`config.mk`:
```
export PLATFORM = sky130hd
export DESIGN_NAME = afd_audio_fifo
export DESIGN_NICKNAME = d
export VERILOG_FILES = /design/src/design/afd_pkg.sv /design/src/design/afd_fifo_if.sv /design/src/design/afd_fifo.sv /design/src/design/afd_event_flags.sv /design/src/design/afd_audio_fifo.sv
export SDC_FILE = /design/constraint.sdc
export NUM_CORES = 1
export LEC_CHECK = 0
export BUFFER_PORTS_ARGS = -buffer_cell sky130_fd_sc_hd__clkbuf_2
export CELL_PAD_IN_SITES_DETAIL_PLACEMENT = 1
export CELL_PAD_IN_SITES_GLOBAL_PLACEMENT = 2
export CORE_ASPECT_RATIO = 1.2
export CORE_MARGIN = 3
export CORE_UTILIZATION = 35
export DETAILED_ROUTE_END_ITERATION = 10
export PLACE_DENSITY_LB_ADDON = 0.1
export RECOVER_POWER = 50
export SLEW_MARGIN = 20
export SYNTH_ARGS = -nofsm -noshare
export SYNTH_HDL_FRONTEND = slang
export SYNTH_SLANG_ARGS = --single-unit
```
`constraint.sdc`:
```
create_clock -name clk -period 9.3 [get_ports clk]
set_input_delay 0.465 -clock clk [delete_from_list [all_inputs] [get_ports clk]]
set_output_delay 0.465 -clock clk [all_outputs]
set_load 0.02 [all_outputs]
```
`src/design/afd_pkg.sv`:
```
// Constants shared by the audio FIFO, DMA request and event flag logic.
package afd_pkg;
	localparam int ADDR_W = 12;
	localparam int DATA_W = 32;
	localparam int FIFO_DEPTH = 8;
	localparam int PTR_W = 3;
	localparam int LVL_W = 8;
	localparam int THD_W = 7;
	localparam int FLAG_W = 4;

	localparam logic [ADDR_W-1:0] OFS_DMA_CTRL = 12'h030;
	localparam logic [ADDR_W-1:0] OFS_FIFO_DATA = 12'h040;
	localparam logic [ADDR_W-1:0] OFS_EVENT_FLAGS = 12'h050;
	localparam logic [ADDR_W-1:0] OFS_EVENT_EN = 12'h054;

	localparam int RX_LVL_LSB = 24;
	localparam int TX_LVL_LSB = 16;
	localparam int RX_EN_BIT = 15;
	localparam int RX_THD_LSB = 8;
	localparam int TX_EN_BIT = 7;
	localparam int TX_THD_LSB = 0;

	localparam int FLAG_TX_HALF = 3;
	localparam int FLAG_TX_ONE = 2;
	localparam int FLAG_RX_THD = 1;
	localparam int FLAG_RX_OVR = 0;

	localparam logic [LVL_W-1:0] LVL_HALF = 8'h04;
	localparam logic [LVL_W-1:0] LVL_ONE = 8'h01;
	localparam logic [LVL_W-1:0] LVL_FULL = 8'h08;

	localparam logic [THD_W-1:0] RST_THD = 7'h00;
	localparam logic RST_CH_EN = 1'b0;
	localparam logic [FLAG_W-1:0] RST_FLAGS = 4'h0;
	localparam logic [DATA_W-1:0] RST_DATA = 32'h0000_0000;
endpackage : afd_pkg

```
`src/design/afd_fifo_if.sv`:
```
// Push/pop port of one word FIFO.
`timescale 1ns/1ns
interface afd_fifo_if;
	logic push;
	logic [afd_pkg::DATA_W-1:0] push_data;
	logic pop;
	logic [afd_pkg::DATA_W-1:0] pop_data;
	logic [afd_pkg::LVL_W-1:0] level;
	logic full;
	logic empty;
	modport owner (input push, input push_data, input pop,
		output pop_data, output level, output full, output empty);
	modport user (output push, output push_data, output pop,
		input pop_data, input level, input full, input empty);
endinterface : afd_fifo_if

```
`src/design/afd_fifo.sv`:
```
// Word FIFO in flip-flops with a fill level.
`timescale 1ns/1ns
module afd_fifo (
	input wire logic clk,
	input wire logic resetn,
	afd_fifo_if.owner f
);
	typedef struct packed {
		logic [afd_pkg::FIFO_DEPTH-1:0][afd_pkg::DATA_W-1:0] mem;
		logic [afd_pkg::PTR_W-1:0] wr_ptr;
		logic [afd_pkg::PTR_W-1:0] rd_ptr;
		logic [afd_pkg::LVL_W-1:0] level;
	} afd_fifo_state_t;

	afd_fifo_state_t s;
	afd_fifo_state_t next_s;
	logic do_push;
	logic do_pop;

	// A push into a full FIFO is refused even if a pop happens in the same cycle.
	assign do_push = f.push && (s.level != afd_pkg::LVL_FULL);
	assign do_pop = f.pop && (s.level != '0);

	always_comb begin
		next_s = s;
		if (do_push) begin
			next_s.mem[s.wr_ptr] = f.push_data;
			next_s.wr_ptr = s.wr_ptr + 1'b1;
		end
		if (do_pop) begin
			next_s.rd_ptr = s.rd_ptr + 1'b1;
		end
		case ({do_push, do_pop})
			2'b10: next_s.level = s.level + 1'b1;
			2'b01: next_s.level = s.level - 1'b1;
			default: next_s.level = s.level;
		endcase
	end

	always_ff @(posedge clk) begin
		if (!resetn) begin
			s <= '0;
		end else begin
			s <= next_s;
		end
	end

	assign f.pop_data = s.mem[s.rd_ptr];
	assign f.level = s.level;
	assign f.full = (s.level == afd_pkg::LVL_FULL);
	assign f.empty = (s.level == '0);
endmodule : afd_fifo

```
`src/design/afd_event_flags.sv`:
```
// Sticky write-one-to-clear event flags with an enable mask and interrupt.
`timescale 1ns/1ns
module afd_event_flags (
	input wire logic clk,
	input wire logic resetn,
	input wire logic [afd_pkg::FLAG_W-1:0] set,
	input wire logic flag_wr,
	input wire logic en_wr,
	input wire logic [afd_pkg::FLAG_W-1:0] wdata,
	output logic [afd_pkg::FLAG_W-1:0] flags,
	output logic [afd_pkg::FLAG_W-1:0] enables,
	output logic irq
);
	typedef struct packed {
		logic [afd_pkg::FLAG_W-1:0] flags;
		logic [afd_pkg::FLAG_W-1:0] enables;
	} afd_flag_state_t;

	afd_flag_state_t s;
	afd_flag_state_t next_s;

	always_comb begin
		next_s = s;
		// A set arriving with its clear keeps the flag high.
		if (flag_wr) begin
			next_s.flags = s.flags & ~wdata;
		end
		next_s.flags = next_s.flags | set;
		if (en_wr) begin
			next_s.enables = wdata;
		end
	end

	always_ff @(posedge clk) begin
		if (!resetn) begin
			s.flags <= afd_pkg::RST_FLAGS;
			s.enables <= afd_pkg::RST_FLAGS;
		end else begin
			s <= next_s;
		end
	end

	assign flags = s.flags;
	assign enables = s.enables;
	assign irq = |(s.flags & s.enables);
endmodule : afd_event_flags

```
`src/design/afd_audio_fifo.sv`:
```
// APB register block with transmit/receive FIFOs, DMA requests and event flags.
//
// The implementer's own choice: the APB interface to the registers.
`timescale 1ns/1ns
module afd_audio_fifo (
	input wire logic clk,
	input wire logic resetn,
	input wire logic psel,
	input wire logic penable,
	input wire logic pwrite,
	input wire logic [afd_pkg::ADDR_W-1:0] paddr,
	input wire logic [afd_pkg::DATA_W-1:0] pwdata,
	output logic [afd_pkg::DATA_W-1:0] prdata,
	output logic pready,
	output logic pslverr,
	output logic irq,
	output logic dma_rx_req,
	output logic dma_tx_req,
	input wire logic rx_word_valid,
	input wire logic [afd_pkg::DATA_W-1:0] rx_word_data,
	output logic tx_word_valid,
	output logic [afd_pkg::DATA_W-1:0] tx_word_data,
	input wire logic tx_word_take
);
	// ----------------------------------------------------------------
	// State
	// ----------------------------------------------------------------
	typedef struct packed {
		logic rx_en;
		logic [afd_pkg::THD_W-1:0] rx_thd;
		logic tx_en;
		logic [afd_pkg::THD_W-1:0] tx_thd;
		logic [afd_pkg::DATA_W-1:0] rdata;
		logic [afd_pkg::LVL_W-1:0] tx_lvl_prev;
		logic rx_above_prev;
	} afd_main_state_t;

	afd_main_state_t s;
	afd_main_state_t next_s;

	// Address match against one register offset.
	function automatic logic afd_hit(
		input logic [afd_pkg::ADDR_W-1:0] addr,
		input logic [afd_pkg::ADDR_W-1:0] ofs
	);
		afd_hit = (addr == ofs);
	endfunction : afd_hit

	// ----------------------------------------------------------------
	// FIFOs
	// ----------------------------------------------------------------
	afd_fifo_if tx_f ();
	afd_fifo_if rx_f ();

	afd_fifo u_tx_fifo (
		.clk (clk),
		.resetn (resetn),
		.f (tx_f.owner)
	);

	afd_fifo u_rx_fifo (
		.clk (clk),
		.resetn (resetn),
		.f (rx_f.owner)
	);

	// ----------------------------------------------------------------
	// Bus decode
	// ----------------------------------------------------------------
	logic setup;
	logic access;
	logic sel_dma;
	logic sel_fifo;
	logic sel_flags;
	logic sel_en;
	logic mapped;
	logic wr_access;
	logic rx_above;
	logic [afd_pkg::FLAG_W-1:0] flag_set;
	logic [afd_pkg::FLAG_W-1:0] flags;
	logic [afd_pkg::FLAG_W-1:0] enables;

	assign setup = psel && !penable;
	assign access = psel && penable;
	assign sel_dma = afd_hit(paddr, afd_pkg::OFS_DMA_CTRL);
	assign sel_fifo = afd_hit(paddr, afd_pkg::OFS_FIFO_DATA);
	assign sel_flags = afd_hit(paddr, afd_pkg::OFS_EVENT_FLAGS);
	assign sel_en = afd_hit(paddr, afd_pkg::OFS_EVENT_EN);
	assign mapped = sel_dma || sel_fifo || sel_flags || sel_en;
	assign wr_access = access && pwrite && mapped;

	// Zero wait states: every access phase completes at once.
	assign pready = access;
	assign pslverr = access && !mapped;
	assign prdata = s.rdata;

	// ----------------------------------------------------------------
	// FIFO ports
	// ----------------------------------------------------------------
	assign tx_f.push = wr_access && sel_fifo;
	assign tx_f.push_data = pwdata;
	assign tx_f.pop = tx_word_take;
	assign tx_word_valid = !tx_f.empty;
	assign tx_word_data = tx_f.pop_data;

	assign rx_f.push = rx_word_valid;
	assign rx_f.push_data = rx_word_data;
	assign rx_f.pop = access && !pwrite && sel_fifo;

	// ----------------------------------------------------------------
	// DMA requests
	// ----------------------------------------------------------------
	assign rx_above = (rx_f.level > {1'b0, s.rx_thd});
	assign dma_rx_req = s.rx_en && rx_above;
	assign dma_tx_req = s.tx_en && (tx_f.level < {1'b0, s.tx_thd});

	// ----------------------------------------------------------------
	// Events
	// ----------------------------------------------------------------
	always_comb begin
		flag_set = '0;
		flag_set[afd_pkg::FLAG_TX_HALF] = (s.tx_lvl_prev > afd_pkg::LVL_HALF)
			&& (tx_f.level <= afd_pkg::LVL_HALF);
		flag_set[afd_pkg::FLAG_TX_ONE] = (s.tx_lvl_prev > afd_pkg::LVL_ONE)
			&& (tx_f.level == afd_pkg::LVL_ONE);
		flag_set[afd_pkg::FLAG_RX_THD] = rx_above && !s.rx_above_prev;
		// The incoming word is dropped by the full FIFO itself.
		flag_set[afd_pkg::FLAG_RX_OVR] = rx_word_valid && rx_f.full;
	end

	afd_event_flags u_flags (
		.clk (clk),
		.resetn (resetn),
		.set (flag_set),
		.flag_wr (wr_access && sel_flags),
		.en_wr (wr_access && sel_en),
		.wdata (pwdata[afd_pkg::FLAG_W-1:0]),
		.flags (flags),
		.enables (enables),
		.irq (irq)
	);

	// ----------------------------------------------------------------
	// Registers and read data
	// ----------------------------------------------------------------
	always_comb begin
		next_s = s;
		next_s.tx_lvl_prev = tx_f.level;
		next_s.rx_above_prev = rx_above;
		if (wr_access && sel_dma) begin
			next_s.rx_en = pwdata[afd_pkg::RX_EN_BIT];
			next_s.rx_thd = pwdata[afd_pkg::RX_THD_LSB +: afd_pkg::THD_W];
			next_s.tx_en = pwdata[afd_pkg::TX_EN_BIT];
			next_s.tx_thd = pwdata[afd_pkg::TX_THD_LSB +: afd_pkg::THD_W];
		end
		// Read data is captured in the setup phase so it is stable for the access.
		if (setup && !pwrite) begin
			next_s.rdata = afd_pkg::RST_DATA;
			if (sel_dma) begin
				next_s.rdata[afd_pkg::RX_LVL_LSB +: afd_pkg::LVL_W] = rx_f.level;
				next_s.rdata[afd_pkg::TX_LVL_LSB +: afd_pkg::LVL_W] = tx_f.level;
				next_s.rdata[afd_pkg::RX_EN_BIT] = s.rx_en;
				next_s.rdata[afd_pkg::RX_THD_LSB +: afd_pkg::THD_W] = s.rx_thd;
				next_s.rdata[afd_pkg::TX_EN_BIT] = s.tx_en;
				next_s.rdata[afd_pkg::TX_THD_LSB +: afd_pkg::THD_W] = s.tx_thd;
			end else if (sel_fifo) begin
				if (!rx_f.empty) begin
					next_s.rdata = rx_f.pop_data;
				end
			end else if (sel_flags) begin
				next_s.rdata[afd_pkg::FLAG_W-1:0] = flags;
			end else if (sel_en) begin
				next_s.rdata[afd_pkg::FLAG_W-1:0] = enables;
			end
		end
	end

	always_ff @(posedge clk) begin
		if (!resetn) begin
			s.rx_en <= afd_pkg::RST_CH_EN;
			s.rx_thd <= afd_pkg::RST_THD;
			s.tx_en <= afd_pkg::RST_CH_EN;
			s.tx_thd <= afd_pkg::RST_THD;
			s.rdata <= afd_pkg::RST_DATA;
			s.tx_lvl_prev <= '0;
			s.rx_above_prev <= 1'b0;
		end else begin
			s <= next_s;
		end
	end
endmodule : afd_audio_fifo

```
# Word level (Yosys, flattened, before mapping)
# Cells that the tools add are included.
[classes]
addsub = 8
magnitude_cmp = 11
n_eq_ne = 12
mux = 19
bitwise = 4
reduce_logical = 39
[ops]
columns = ["cell", "n"]
rows = [
  ["$bwmux W256", 2],
  ["$bmux W32 S3", 2],
  ["$demux W32 S3", 2],
  ["$mux W32", 6],
  ["$eq A12 B7 Y1 const B", 3],
  ["$pmux W8 S2", 2],
  ["$mux W28", 1],
  ["$logic_and A1 B1 Y1", 24],
  ["$add A8 B1 Y8 const B", 2],
  ["$logic_not A8 Y1", 2],
  ["$lt A3 B4 Y1 const B", 4],
  ["$mux W4", 4],
  ["$ne A8 B4 Y1 const B", 2],
  ["$reduce_bool A8 Y1", 2],
  ["$sub A8 B1 Y8 const B", 2],
  ["$add A3 B1 Y3 const B", 4],
  ["$eq A12 B6 Y1 const B", 1],
  ["$and A4 B4 Y4", 2],
  ["$eq A8 B1 Y1 const B", 1],
  ["$eq A8 B4 Y1 const B", 1],
  ["$gt A8 B1 Y1 const B", 1],
  ["$gt A8 B3 Y1 const B", 1],
  ["$gt A8 B7 Y1", 1],
  ["$le A8 B3 Y1 const B", 1],
  ["10 further kinds", 20],
]
[word_totals]
regBits = 605
in_bits = 83

# Logic depth before layout (Yosys ltp)
[depth]
word_depth = 9
depth_mapped = 16
mapped_depth_nobuf = 12

# Cells and area by module
# A second synthesis with hierarchy kept.
[unflattened]
hier_cells = 3159
area_unflattened_um2 = 28817.6
[by_module_without_submodules]
columns = ["mod", "n_inst", "cells_per_inst", "area_each_um2"]
rows = [
  ["afd_fifo (u_tx_fifo)", 1, 1395, 12806.0],
  ["afd_fifo (u_rx_fifo)", 1, 1390, 12726.0],
  ["afd_audio_fifo", 1, 342, 2970.3],
  ["afd_event_flags", 1, 32, 315.3],
]

# Worst setup path after synthesis
# OpenSTA, ideal clock, no wires.
[synth_path]
path_kind = "in2reg"
from = "in paddr[11] (netlist bit)"
to = "reg u_rx_fifo.s (netlist bit u_rx_fifo.f.level[4])"
setup_ns = 0.072
t_arrival_ns = 3.904
required_time_ns = 9.228
setup_slack_ns = 5.325
stages = 16
cell_sequence = "or4_4 > buf_6 > nor4_1 > nor2b_1 > clkbuf_1 > buf_2 > and2_1 > ha_1 > clkbuf_1 > xor2_1 > ha_1 > or3_1 > a21oi_1 > o21ai_0 > a21oi_1 > mux2i_1"
[synth_via]
elab_chain_len = 5
elab_cells_between_ends = 7
cone_classes = "eq/ne: 3; mux: 1; reduce/logical: 3"
[synth_rtl]
columns = ["item", "line", "text"]
rows = [
  ["start, declared", "afd_audio_fifo.sv:11", "input wire logic [afd_pkg::ADDR_W-1:0] paddr,"],
  ["$eq A12 B7 Y1 (*)", "afd_audio_fifo.sv:46", "afd_hit = (addr == ofs);"],
  ["$logic_and A1 B1 Y1 (*)", "afd_audio_fifo.sv:108", "assign rx_f.pop = access && !pwrite && sel_fifo;"],
  ["$logic_and A1 B1 Y1 (*)", "afd_fifo.sv:22", "assign do_pop = f.pop && (s.level != '0);"],
  ["named net u_rx_fifo.do_pop", "afd_fifo.sv:18", "logic do_pop;"],
  ["$eq A2 B1 Y1 / $eq A2 B2 Y1 (equally long branches)", "afd_fifo.sv:33", "case ({do_push, do_pop})"],
  ["$pmux W8 S2 / $reduce_bool A2 Y1 (equally long branches)", "--", ""],
  ["end signal, assigned", "afd_fifo.sv:44", "s <= next_s;"],
  ["end, declared", "afd_fifo.sv:15", "afd_fifo_state_t s;"],
]
# Mark *: on every way through the listed nets, which the timed path passes. The rest lies on a longest branch.
# A chain may end at the register's enable or synchronous reset.

==> flow_summary.toml <==
[outcome]
outcome = "finished, violations left"
failed_checks = "max-capacitance violations, max-slew violations"

[floorplanning]
die_area_sq_um = 80400
dieWidth_um = 259
fp.coreArea_sq_um = 75700
die_y_um = 310
rows = 110
start_util_pct = 35.6
boundaryPins = 153

[cells_and_area]
nets = 2995
postLayoutCoreUtil_pct = 39.7
area_growth_pct = 11.4
final_area_sq_um = 30000
drive_gt1_share_pct = 17.2

[synth]
syn_avg_cell_area_sq_um = 9.18
ys.warnings.count = 0
synth-seq-area-share_pct = 44.9
synth_nets = 3043
synth_cell_type_count = 57
synth_cells = 2936
synth-main-ff-cell = "dfxtp_1"
synth_edf_count = 0
synth-seq-cells = 605
syn_area_sq_um = 27000
synthArstFlopShare_pct = 0

[pwr]
finalPower_uw = 5590
swShare_pct = 23.7
power_frac_seq_pct = 47.3
peakVddDrop_mv = 0.113
pwr-share-comb_pct = 4.9
clockPowerShare_pct = 47.8
leakagePower_uw = 0.0102
powerDensity_nw_per_um2 = 186
p_switching_uw = 1320
p_int_uw = 4270

[worst_hold_path]
hold_depth = 3
hold_path_class = "primary input to flop"

[clocking]
cts_setup_buffers = 0
root_buffer = "clkbuf_16"
post_cts_resized = 0
htreeDepth = 3
numClockSinks = 605
clk_pin_slew_ns = 0.06
hold_buffers = 0
tritoncts = "built"
clk_path_buf_depth = 3
clkLatencyLatePin_ns = 0.61
cts-buffers-inserted = 70

[detailed_routing]
routed_wl_mm = 90.5
routedWlPerCell_um = 22.9
ant_nets = 0
vias_per_cell = 5.40
dr_total_vias = 21300
initialDrtViolationCount = 1165
drcViolationCount = 0
drt_pre_antenna_iters = 5

[critical_path]
reg2regPathDepth = 12
cp.arrival_ns = 6.55
cp-end-kind = "flop"
startpoint_type = "primary input"
worstSetupPathType = "primary input to flop"
critPathRequiredTime_ns = 9.82
crit_path_max_fanout = 151

[grt]
grt_max_degree = 168
grt_pass1_wl_mm = 138
grt_pass1_vias = 22500
antenna_found_initial = 4
grt_util_all_layers_pct = 22.4
overflow = 0

[timing]
max_freq_mhz = 166
fin_crit_sh_pct = 64.8
report.final.slew_viol_count = 152
worstMarginPinSlew_ns = 5.93
slew_headroom_pct = -295
hold_violations = 0
layout_min_cycle_time_ns = 6.03
tns_ns = 0
rsz0062_at_grt = "false"
setup-violations-final = 0
clock_skew_ns = 0.0171

[place]
place_hpwl_mm = 52.7
place_congestion = 0.769
place_area_sq_um = 27900
numPortBuffers = 152

[job]
cap_violations = 1
## cells in the mapped netlist (all sizes together), types with 2 or more instances
library cell  count  area (sq um)
ha               24           300
a22oi             3          22.5
and3              7          43.8
inv              23          86.3
nor3              2          10.0
nor4              7          73.8
mux2             64           721
mux4            128          2880
nor3b             4          30.0
or4               6          52.6
nand3           278          1390
nor2b            12          75.1
xor2              5          43.8
o22ai             3          18.8
o21ai           302          1620
buf             132           801
mux2i            17           170
o211ai            3          22.5
nand4b           11          96.3
nor2             23          86.3
nand2           644          2420
a31oi             7          43.8
and3b             3          26.3
o21a              2          15.0
dfxtp           605         12100
nand3b            4          30.0
a21o              3          22.5
clkbuf          181           681
nand4             8          75.1
a21oi            73           365
xnor2            12           105
and2             30           188
nand2b           10          62.6
a21boi          282          2120
or3               6          37.5
## metal layers
layer / vias to the layer above / wire length [um] / GRT usage (%)
li1: 10100 / - / -
met1: 10800 / 38300 / 26.9
met5: - / 46 / 0
met2: 337 / 46200 / 40.8
met4: 6 / 2330 / 7.06
met3: 128 / 3600 / 3.58
## cells in the final DEF (no fill, tap or decap), drive strengths merged, types with 2 or more instances in the layout
| cell | instances |
|---|---|
| a21boi | 282 |
| a21o | 3 |
| a21oi | 73 |
| a22oi | 3 |
| a31oi | 7 |
| and2 | 30 |
| and3 | 7 |
| and3b | 3 |
| buf | 41 |
| bufinv | 2 |
| clkbuf | 252 |
| clkinv | 10 |
| dfxtp | 605 |
| ha | 24 |
| inv | 28 |
| mux2 | 64 |
| mux2i | 17 |
| mux4 | 128 |
| nand2 | 644 |
| nand2b | 10 |
| nand3 | 278 |
| nand3b | 4 |
| nand4 | 8 |
| nand4b | 11 |
| nor2 | 23 |
| nor2b | 12 |
| nor3 | 2 |
| nor3b | 4 |
| nor4 | 7 |
| o211ai | 3 |
| o21a | 2 |
| o21ai | 302 |
| o22ai | 3 |
| or3 | 6 |
| or4 | 6 |
| xnor2 | 12 |
| xor2 | 5 |
## final cells by class
cell class	count	area, sq um
clock buffers	100	2010
clock inverters	18	161
flip-flops and latches	605	12100
fillers	8626	45700
well taps	1008	1260
diodes	1	2.50
multi-input cells	1995	13300
repair buffers	193	1050
inverters	23	86.3
## path summary, 6_finish.rpt
kind                         from  slack (ns)              endpoint
min reg2reg      u_tx_fifo.s[110]        0.46      u_tx_fifo.s[110]
min                    pwdata[14]        0.12                 s[55]
max                        resetn        3.27      u_tx_fifo.s[117]
max reg2reg  u_rx_fifo.f.level[5]        5.09  u_rx_fifo.f.level[4]
## cells by family (layout without fill, tap and decap cells)
kind of cell	after synthesis	count (layout)	share of synthesized area, %
compound gates	686	686	16.1
xor+xnor	17	17	0.552
fa+ha+maj	24	24	1.11
buf+inv	336	334	5.81
flops	605	605	44.9
mux	209	209	14.0
other cells	0	1	0
simple gates	1059	1059	17.6
## critical path: stages
cell	delay, ns
clkbuf_1	4.06
buf_4	1.14
nand2_1	0.44
o21ai_0	0.29
## power groups by stage
stage	combinational [uW]	sequential [uW]	clock [uW]
floorplan	186	2690	0
detailed placement	276	2700	0
global route	303	2650	2870
finish	274	2640	2670
CTS	277	2640	2770
global placement	269	2700	0
## sequential cells by signal, summed over array words and instances (netlist names)
register,count
prdata,32
s,25
u_flags.enables,4
u_flags.flags,4
u_rx_fifo.f.level,8
u_rx_fifo.s,262
u_tx_fifo.f.level,8
u_tx_fifo.s,262
## per-stage QoR
stage                     hold slack, ns  cells  setup WS, ns
after floorplan                    0.438   2936          5.32
after global placement             0.446   3824          4.38
after detailed placement           0.451   3824          4.28
after CTS                         0.0858   3942          4.91
after global routing               0.146   3942          2.49
final                              0.124   3943          3.27
No activity file was read; power rests on OpenSTA's default activity.
